## src/rtl/pcsde_params.svh

```systemverilog
`ifndef PCSDE_PARAMS_SVH
`define PCSDE_PARAMS_SVH

// phase counts reported by the strap sense
`define PCSDE_PH_ALL        3'h6
`define PCSDE_PH_FOUR       3'h4
`define PCSDE_PH_THREE      3'h3
`define PCSDE_PH_TWO        3'h2
// cycles the strap level must hold still before it is trusted
`define PCSDE_SETTLE_CYC    8'h10
// width of the upper phase group (phases 3..6)
`define PCSDE_UPPER_N       4
// output enable masks per phase count, bit 0 = phase 3
`define PCSDE_MASK_NONE     4'h0
`define PCSDE_MASK_THREE    4'h1
`define PCSDE_MASK_FOUR     4'h3
`define PCSDE_MASK_ALL      4'hf
// edges the strap synchroniser needs to show a real pin level
`define PCSDE_SYNC_DEPTH    2'h2

`endif

```

## src/rtl/pcsde_pkg.sv

```systemverilog
`include "pcsde_params.svh"

package pcsde_pkg;

  typedef logic [2:0] pcsde_count_t;

  // upper phase pins, bit 0 = phase 3 ... bit 3 = phase 6
  typedef struct packed {
    logic ph6;
    logic ph5;
    logic ph4;
    logic ph3;
  } pcsde_upper_t;

  typedef enum logic [1:0] {
    PCSDE_SENSE,
    PCSDE_IDLE,
    PCSDE_RUN
  } pcsde_state_t;

endpackage : pcsde_pkg

```

## src/rtl/pcsde_sync2.sv

```systemverilog
module pcsde_sync2 #(
  parameter int W = 1
) (
  input  wire logic         ref_clk,
  input  wire logic         rst_n,
  input  wire logic [W-1:0] d,
  output logic      [W-1:0] q
);

  logic [W-1:0] meta_ff;
  logic [W-1:0] q_ff;

  always_ff @(posedge ref_clk) begin
    if (!rst_n) begin
      meta_ff <= '0;
      q_ff    <= '0;
    end else begin
      meta_ff <= d;
      q_ff    <= meta_ff;
    end
  end

  assign q = q_ff;

endmodule : pcsde_sync2

```

## src/rtl/pcsde_top.sv

```systemverilog
// Functional notes
// - phase-4 pin strapped high: three phases, phases 4 to 6 outputs off.
// - phase-5 pin strapped high: four phases, phases 5 and 6 outputs off.
// - phase-6 pin strapped high: four phases, phases 5 and 6 outputs off.
// - driver enable goes high once ready to issue PWM.
// - driver enable low while disabled or a hiccup/latch-off fault holds.
// - host override low forces driver enable low regardless of readiness.
// - phase-3 pin strapped high: two phases, phases 3 to 6 outputs off.
`include "pcsde_params.svh"

module pcsde_top
  import pcsde_pkg::*;
#(
  parameter logic [7:0] SETTLE_CYC = `PCSDE_SETTLE_CYC
) (
  input  wire logic                    ref_clk,
  input  wire logic                    rst_n,
  input  wire logic                    ctrl_enable,
  input  wire logic                    pwm_ready,
  input  wire logic                    fault_active,
  input  wire logic                    drive_override,
  input  wire pcsde_pkg::pcsde_upper_t strap_in,
  input  wire pcsde_pkg::pcsde_upper_t pwm_upper_in,
  output pcsde_pkg::pcsde_upper_t      pwm_upper_out,
  output pcsde_pkg::pcsde_upper_t      pwm_upper_oe,
  output pcsde_pkg::pcsde_count_t      phase_count,
  output logic                         strap_done,
  output logic                         driver_enable_out
);

  import pcsde_pkg::*;

  // ------------------------------------------------------------
  // declarations
  // ------------------------------------------------------------
  // strap path
  pcsde_upper_t strap_sync;
  pcsde_upper_t strap_last_ff;
  logic [1:0]   fill_ff;
  logic         filled;
  logic         strap_still;
  logic [7:0]   settle_ff;
  logic         settled;
  logic         capture_now;
  pcsde_count_t nxt_count;
  pcsde_upper_t nxt_mask;

  // sequencing
  pcsde_state_t state_ff;
  logic         run_ok;
  logic         drop_now;

  // held results and outputs
  pcsde_count_t count_ff;
  pcsde_upper_t mask_ff;
  logic         drive_en_ff;
  pcsde_upper_t pwm_out_ff;

  // ------------------------------------------------------------
  // strap synchroniser
  // ------------------------------------------------------------
  // pins are sampled with output drivers off, so only a supply tie reads high
  pcsde_sync2 #(
    .W (`PCSDE_UPPER_N)
  ) u_strap_sync (
    .ref_clk (ref_clk),
    .rst_n   (rst_n),
    .d       (strap_in),
    .q       (strap_sync)
  );

  // the synchroniser resets to zero; that zero is not a pin level
  always_ff @(posedge ref_clk) begin
    if (!rst_n) begin
      fill_ff <= '0;
    end else if (fill_ff != `PCSDE_SYNC_DEPTH) begin
      fill_ff <= fill_ff + 2'h1;
    end
  end

  // without this a short settle would capture the reset zero
  assign filled = (fill_ff == `PCSDE_SYNC_DEPTH);

  always_ff @(posedge ref_clk) begin
    if (!rst_n) begin
      strap_last_ff <= '0;
    end else begin
      strap_last_ff <= strap_sync;
    end
  end

  // a change since the last edge means the pin is still moving
  assign strap_still = filled && (strap_sync == strap_last_ff);

  // ------------------------------------------------------------
  // settle counter
  // ------------------------------------------------------------
  // any wobble restarts the count, so a bouncing strap is never captured
  always_ff @(posedge ref_clk) begin
    if (!rst_n) begin
      settle_ff <= '0;
    end else if (state_ff != PCSDE_SENSE || !strap_still) begin
      settle_ff <= '0;
    end else if (!settled) begin
      settle_ff <= settle_ff + 8'h01;
    end
  end

  assign settled     = (settle_ff == SETTLE_CYC);
  assign capture_now = (state_ff == PCSDE_SENSE) && settled && strap_still;

  // ------------------------------------------------------------
  // phase count decode
  // ------------------------------------------------------------
  // phase 3 tested first: the lowest strapped phase sets the count
  always_comb begin
    nxt_count = `PCSDE_PH_ALL;
    nxt_mask  = `PCSDE_MASK_ALL;
    if (strap_sync.ph3) begin
      nxt_count = `PCSDE_PH_TWO;
      nxt_mask  = `PCSDE_MASK_NONE;
    end else if (strap_sync.ph4) begin
      nxt_count = `PCSDE_PH_THREE;
      nxt_mask  = `PCSDE_MASK_THREE;
    end else if (strap_sync.ph5 || strap_sync.ph6) begin
      nxt_count = `PCSDE_PH_FOUR;
      nxt_mask  = `PCSDE_MASK_FOUR;
    end
  end

  // ------------------------------------------------------------
  // sequencing
  // ------------------------------------------------------------
  // the strap is captured once after reset; later pin activity is our own pwm
  assign run_ok   = ctrl_enable && pwm_ready && !fault_active;
  assign drop_now = !ctrl_enable || fault_active;

  always_ff @(posedge ref_clk) begin
    if (!rst_n) begin
      state_ff <= PCSDE_SENSE;
    end else begin
      unique case (state_ff)
        PCSDE_SENSE: begin
          if (capture_now) begin
            state_ff <= PCSDE_IDLE;
          end
        end
        PCSDE_IDLE: begin
          if (run_ok) begin
            state_ff <= PCSDE_RUN;
          end
        end
        PCSDE_RUN: begin
          if (drop_now) begin
            state_ff <= PCSDE_IDLE;
          end
        end
        default: begin
          state_ff <= PCSDE_SENSE;
        end
      endcase
    end
  end

  // ------------------------------------------------------------
  // captured strap result
  // ------------------------------------------------------------
  // held until the next reset; a pin change later is ignored
  always_ff @(posedge ref_clk) begin
    if (!rst_n) begin
      count_ff <= `PCSDE_PH_ALL;
    end else if (capture_now) begin
      count_ff <= nxt_count;
    end
  end

  // every pin stays undriven until the strap is known
  always_ff @(posedge ref_clk) begin
    if (!rst_n) begin
      mask_ff <= `PCSDE_MASK_NONE;
    end else if (capture_now) begin
      mask_ff <= nxt_mask;
    end
  end

  // ------------------------------------------------------------
  // driver enable
  // ------------------------------------------------------------
  // registered so an input glitch never reaches the drivers
  always_ff @(posedge ref_clk) begin
    if (!rst_n) begin
      drive_en_ff <= 1'b0;
    end else begin
      drive_en_ff <= (state_ff == PCSDE_RUN) && ctrl_enable && pwm_ready
                     && !fault_active
                     && drive_override;
    end
  end

  // ------------------------------------------------------------
  // upper phase outputs
  // ------------------------------------------------------------
  // disabled phases stay undriven so a strapped pin is never fought;
  // one cycle of pwm delay buys a flop-driven pin
  always_ff @(posedge ref_clk) begin
    if (!rst_n) begin
      pwm_out_ff <= `PCSDE_MASK_NONE;
    end else begin
      pwm_out_ff <= pwm_upper_in & mask_ff;
    end
  end

  assign pwm_upper_oe      = mask_ff;
  assign pwm_upper_out     = pwm_out_ff;

  // ------------------------------------------------------------
  // status
  // ------------------------------------------------------------
  assign phase_count       = count_ff;
  assign strap_done        = (state_ff != PCSDE_SENSE);
  assign driver_enable_out = drive_en_ff;

endmodule : pcsde_top

```

## config.mk

```make
export PLATFORM = sky130hd
export DESIGN_NAME = pcsde_top
export DESIGN_NICKNAME = d
export VERILOG_FILES = /design/src/rtl/pcsde_pkg.sv /design/src/rtl/pcsde_sync2.sv /design/src/rtl/pcsde_top.sv
export VERILOG_INCLUDE_DIRS = /design/src /design/src/rtl
export SDC_FILE = /design/constraint.sdc
export NUM_CORES = 1
export LEC_CHECK = 0
export BUFFER_PORTS_ARGS = -buffer_cell sky130_fd_sc_hd__buf_2
export CORE_MARGIN = 2
export CORE_UTILIZATION = 47
export CTS_CLUSTER_DIAMETER = 100
export DETAILED_ROUTE_END_ITERATION = 10
export MAX_ROUTING_LAYER = met4
export PLACE_DENSITY = 0.77
export SYNTH_ARGS = -nofsm -noshare
export SYNTH_HDL_FRONTEND = slang
export SYNTH_SLANG_ARGS = --single-unit
```

## constraint.sdc

```tcl
create_clock -name ref_clk -period 1.5 [get_ports ref_clk]
set_input_delay 0.15 -clock ref_clk [delete_from_list [all_inputs] [get_ports ref_clk]]
set_output_delay 0.15 -clock ref_clk [all_outputs]
set_load 0.01 [all_outputs]
```

* After elaboration in Yosys (flattened, before gate mapping)
Index checks and enable logic that the tools add are counted.
** Operators by class
- Magnitude comparators :: 0
- Reduce and logical (&&, ||, !) cells :: 19
- Bitwise operators :: 2
- Eq/ne operators :: 9
- Shift operators :: 0
- Muxes and demuxes :: 10
- Add/sub/neg operators :: 2
- Multiply operators :: 0
- Div/mod/pow operators :: 0
** Operators by type and width (count)
- 4-bit two-way mux :: 3
- 1-bit logical AND :: 9
- 8-bit by 1-bit adder with 8-bit output (second input constant) :: 1
- 8-bit by 5-bit equality test with 1-bit output (second input constant) :: 1
- 2-bit two-way mux :: 4
- 2-bit inequality test (second input constant) :: 4
- 3-bit two-way mux :: 2
- 2-bit one-hot mux with 3 select lines :: 1
- 4-bit AND :: 1
- 2-bit equality test (second input constant) :: 2
- 4-bit equality test :: 1
- 1-bit zero test :: 3
- 1-bit logical OR :: 3
- 3-bit AND reduction :: 1
- 2-bit by 1-bit adder with 2-bit output (second input constant) :: 1
- 2-bit by 1-bit equality test with 1-bit output (second input constant) :: 1
- 2-bit zero test :: 1
- 2-bit nonzero test :: 1
- 2-bit OR reduction :: 1
- 1-bit NOT :: 1
** Storage, ports and cells
- Word-level logic and storage cells :: 61
- Output and inout port bits :: 13
- Register bits :: 36
- Bits in latches :: 0
- Input bits :: 14
- Memory bits (writable) :: 0
- Memories kept :: 0
- Memory bits (read-only) :: 0

* Depth between registers and ports, before layout
- Depth in word-level cells :: 5
- Mapped depth :: 6
- Depth with buffers taken out :: 6

* By module
From an unflattened synthesis, not the netlist that was laid out.
** Second synthesis, totals
- Cell total of the unflattened synthesis :: 138
- Area total of the unflattened synthesis :: 1351.3 um2
** Modules (own cells, without submodules)
- pcsde_top :: times used 1, area each 1141.1 um2, sequential area each 540.5 um2, cells an instance 122
- pcsde_sync2 :: times used 1, area each 210.2 um2, sequential area each 160.2 um2, cells an instance 16

* Worst setup path before layout
No wires, ideal clock.
- Kind :: register to register
- From :: reg settle_ff[0]
- To :: reg count_ff[1] (netlist: phase_count[1])
- Required time :: 1.428 ns
- Setup slack :: 0.049 ns
- Buffers on the path :: 0
- Arrival :: 1.380 ns
- Setup time :: 0.072 ns
- Cell stages (with the launch flop) :: 7
- Cell sequence :: dfxtp_1 > inv_1 > ha_1 > nor4b_4 > nand3_4 > nor3_4 > mux2i_1
** Between the ends
- Cells in the longest elaborated chain, start to end :: 3
** RTL lines
- start, declared :: line pcsde_top.sv:42 : logic [7:0] settle_ff;
- start signal, assigned :: line pcsde_top.sv:105 : settle_ff <= settle_ff + 8'h01;
- 8-bit by 5-bit equality test with 1-bit output :: line pcsde_top.sv:109 : assign settled = (settle_ff == SETTLE_CYC);
- 1-bit logical AND (2 in a row) :: line pcsde_top.sv:110 : assign capture_now = (state_ff == PCSDE_SENSE) && settled && strap_still;
- end signal, assigned :: line pcsde_top.sv:171 : count_ff <= `PCSDE_PH_ALL;
- end signal, assigned :: line pcsde_top.sv:173 : count_ff <= nxt_count;
- end, declared :: line pcsde_top.sv:54 : pcsde_count_t count_ff;
No other way between the ends.
A chain may end at the register's enable or synchronous reset.

* Worst setup path after layout
- From :: reg settle_ff[0]
- To :: reg mask_ff (netlist bit pwm_upper_oe[3])
** Between the ends
- Cells in the longest elaborated chain, start to end :: 3
** RTL lines
- 8-bit by 5-bit equality test with 1-bit output :: line pcsde_top.sv:109
- 1-bit logical AND (2 in a row) :: line pcsde_top.sv:110
- end signal, assigned :: line pcsde_top.sv:180 : mask_ff <= `PCSDE_MASK_NONE;
- end signal, assigned :: line pcsde_top.sv:182 : mask_ff <= nxt_mask;
- end, declared :: line pcsde_top.sv:55 : pcsde_upper_t mask_ff;
No other way between the ends.

==> impl_metrics.py <==
metrics = {
    "status": {
        "outcome": "completed",
    },
    "hold_path": {
        "min_path_cells": 2,
        "hold_path.startpoint": "strap_in[3]",
        "hold_end": "u_strap_sync.meta_ff[3]",
        "hp-class": "input port to flip-flop",
    },
    "synth": {
        "yosys.area_share.simple_pct": 26.90,
        "synth_ff_type": "dfxtp_1",
        "synth_nets": 153,
        "ys_async_sr_fraction_pct": 0,
        "synth_cell_types": 30,
        "ys_warn_count": 0,
        "synthCells": 136,
        "synth_edf_count": 0,
        "synth_compound_area_share_pct": 5.102,
        "synth_fa_ha_area_share_pct": 2.783,
        "syn_area_um2": 1349,
        "synth_top_family_by_area": "simple AND/OR/NAND/NOR gates",
        "synth_xor_area_share_pct": 7.792,
        "synth.area.mux_share_pct": 2.968,
        "syn_area_per_cell_um2": 9.918,
        "ys_seq_area_share_pct": 51.95,
        "ys_ff_latch": 35,
    },
    "final_layout": {
        "nNetsFinal": 190,
        "fin_cells": 205,
        "final_cell_mix": "dfxtp_1, buf_2, nor2_1",
        "area_delta_synth_final_pct": 22.08,
        "layout_commonest_cell": "dfxtp_1",
        "drive_gt1_share_pct": 28.74,
        "nFillCells": 235,
        "n_antenna_cell": 0,
        "final_cell_area_um2": 1647,
    },
    "route": {
        "num_vias": 1030,
        "drt-initial-drc-count": 20,
        "dr.pass1.iters": 4,
        "routed_via_density": 5.024,
        "drt-total-wl_um": 2584,
        "post_drt_wl_per_cell_um": 12.60,
        "final_antenna_net_count": 0,
        "drc": 0,
    },
    "clock_network": {
        "cts_buffer_depth": 2,
        "postCtsSetupBuffers": 0,
        "cts_tree": "built",
        "cts_buffers": 5,
        "cts.clk_slew.worst_paths_ns": 0.11,
        "clk_latency_ns": 0.34,
        "cts-root-buf": "clkbuf_4",
        "htreeDepth": 2,
        "cts_sinks": 35,
    },
    "worst_setup_path": {
        "arrival_ns": 1.76,
        "critical_path.reg2reg.endpoint": "pwm_upper_oe[3]",
        "r2r_setup_slack_ns": 0.02,
        "crit_slowest_cell": "dfxtp_2",
        "endpoint_kind": "flip-flop",
        "crit_fanout": 5,
        "path_class": "flip-flop to flip-flop",
        "reg2reg_depth": 6,
        "path_cells": "inv_2 > ha_4 > nor4b_4 > nand3_4 > nor3_4 > mux2i_1",
        "path_buf_inv": 1,
        "cp_top_family": "simple AND/OR/NAND/NOR gates",
        "cp_slowest_stage_delay_ns": 0.34,
        "start_kind": "flip-flop",
        "worstPathRequired_ns": 1.78,
        "r2r_start": "settle_ff[0]",
    },
    "power": {
        "power.internal_uw": 1267,
        "finalPower_uw": 1750,
        "pwr-share-clk_pct": 28.0,
        "comb_power_share_pct": 14.9,
        "p_switching_uw": 483.5,
        "ir_worst_vdd_uv": 1098,
        "cellPowerDensity_nw_per_um2": 1063,
        "leakage_uw": 0.0007036,
        "power_frac_seq_pct": 57.1,
        "swShare_pct": 27.63,
    },
    "global_route": {
        "grtUsageTotal_pct": 18.27,
        "antenna_found_initial": 0,
        "grt_max_degree": 15,
        "grt_pass1_vias": 1034,
        "grt_pass1_wl_um": 4381,
        "grt_overflow": 0,
    },
    "timing": {
        "rsz0062_at_grt": "yes",
        "tns_ns": 0,
        "tightestPinTransition_ns": 0.2900,
        "period_share_pct": 98.76,
        "hold_viol": 0,
        "skew_ns": 0.01224,
        "maxSlewViolCount": 0,
        "period_needed_ns": 1.481,
        "max_freq_mhz": 675.1,
        "setup_viol": 0,
        "slew_headroom_pct": 80.60,
    },
    "placed_design": {
        "place_area_um2": 1540,
        "routabilityCongestion": 0.8756,
        "dp.cells": 195,
        "dp_hpwl_um": 1909,
        "port_buffers": 26,
    },
    "die": {
        "coreArea_um2": 2734,
        "initial_core_util_pct": 49.34,
        "row_count": 19,
        "dieArea_um2": 3314,
        "fp.dieW_um": 57.57,
        "die_y_um": 57.57,
        "pin_count": 27,
    },
    "run": {
        "drv_cap": 0,
    },
}
## cells in the mapped netlist, drive strengths merged (2+ instances only)
cell | count | area, µm²
a21oi | 4 | 20.02
a31oi | 2 | 12.51
and2 | 12 | 75.07
and3 | 8 | 51.30
clkbuf | 2 | 7.510
dfxtp | 35 | 700.7
ha | 3 | 37.54
inv | 5 | 18.77
mux2i | 4 | 40.04
nand2 | 7 | 26.28
nand3 | 7 | 47.55
nand4 | 2 | 12.51
nor2 | 18 | 67.56
nor2b | 2 | 12.51
nor3 | 3 | 26.28
xnor2 | 9 | 78.83
xor2 | 3 | 26.28
## worst max-delay path by stage
stage	startpoint	to	slack (ns)	cells past startpoint
floorplan	settle_ff[0]	phase_count[1]	0.05	6
global placement	settle_ff[0]	pwm_upper_oe[1]	0.04	6
detailed placement	settle_ff[0]	pwm_upper_oe[3]	-0.03	6
CTS	settle_ff[0]	pwm_upper_oe[3]	0.01	6
global route	settle_ff[0]	pwm_upper_oe[3]	-0.08	6
finish	settle_ff[0]	pwm_upper_oe[3]	0.02	6
## cell type report
type | count | area [µm²] | share of cell area, %
well taps | 31 | 38.79 | 2.356
inverters | 5 | 18.77 | 1.140
clock inverters | 2 | 12.51 | 0.7599
multi-input cells | 93 | 645.6 | 39.21
repair buffers | 33 | 187.7 | 11.40
clock buffers | 6 | 41.29 | 2.508
flip-flops and latches | 35 | 701.9 | 42.63
## registers in the layout, summed over array words and instances, names as in the netlist
register,cells
phase_count,3
pwm_upper_out,4
state_ff,2
strap_last_ff,4
settle_ff,8
u_strap_sync.meta_ff,4
pwm_upper_oe,3
u_strap_sync.q,4
fill_ff,2
driver_enable_out,1
## logic make-up after synthesis
logic type / count (synthesis)
buffers and inverters: 8
multiplexers: 4
XOR/XNOR: 12
flip-flops: 35
adder cells (fa/ha/maj): 3
AND/OR/NAND/NOR: 63
AO/OA/AOI/OAI: 11
## metal layers
| layer | share of wire, % | vias to the layer above | GRT usage [%] |
|---|---|---|---|
| met1 | 43 | 473 | 19.86 |
| met3 | 4.8 | 7 | 7.029 |
| met5 | 0 | - | - |
| met2 | 50 | 23 | 29.55 |
| met4 | 2.2 | 0 | 7.973 |
| li1 | - | 527 | - |
## power groups by stage
stage | Clock (µW) | Combinational [µW] | Sequential, µW
3_5_place_dp | 0 | 240 | 1020
2_1_floorplan | 0 | 170 | 1010
6_report | 490 | 260 | 999
5_1_grt | 554 | 300 | 1010
3_3_place_gp | 0 | 218 | 1010
4_1_cts | 505 | 246 | 1000
## per-stage QoR
stage               setup slack [ns]  utilization [%]  hold WS [ns]
floorplan                    0.04862                -        0.2683
global placement             0.03853            56.34        0.3566
detailed placement          -0.02549            56.34        0.3587
CTS                          0.01038            58.86      0.002379
global route                -0.07834            60.23     0.0004000
finish                       0.01867            60.23       0.01656
## worst register-to-register path, stage by stage, from the launching register on
cell,delay (ns)
dfxtp_2,0.34
inv_2,0.07
ha_4,0.12
nor4b_4,0.25
nand3_4,0.15
nor3_4,0.26
mux2i_1,0.22
## what timing repair did
action,CTS,global route
gates resized for setup,1,9
hold buffers,1,1
setup endpoints to repair,4,15
endpoints found under the hold margin,1,1
cloned,0,0
pin swaps,1,1
No activity file was read; power rests on OpenSTA's default activity.
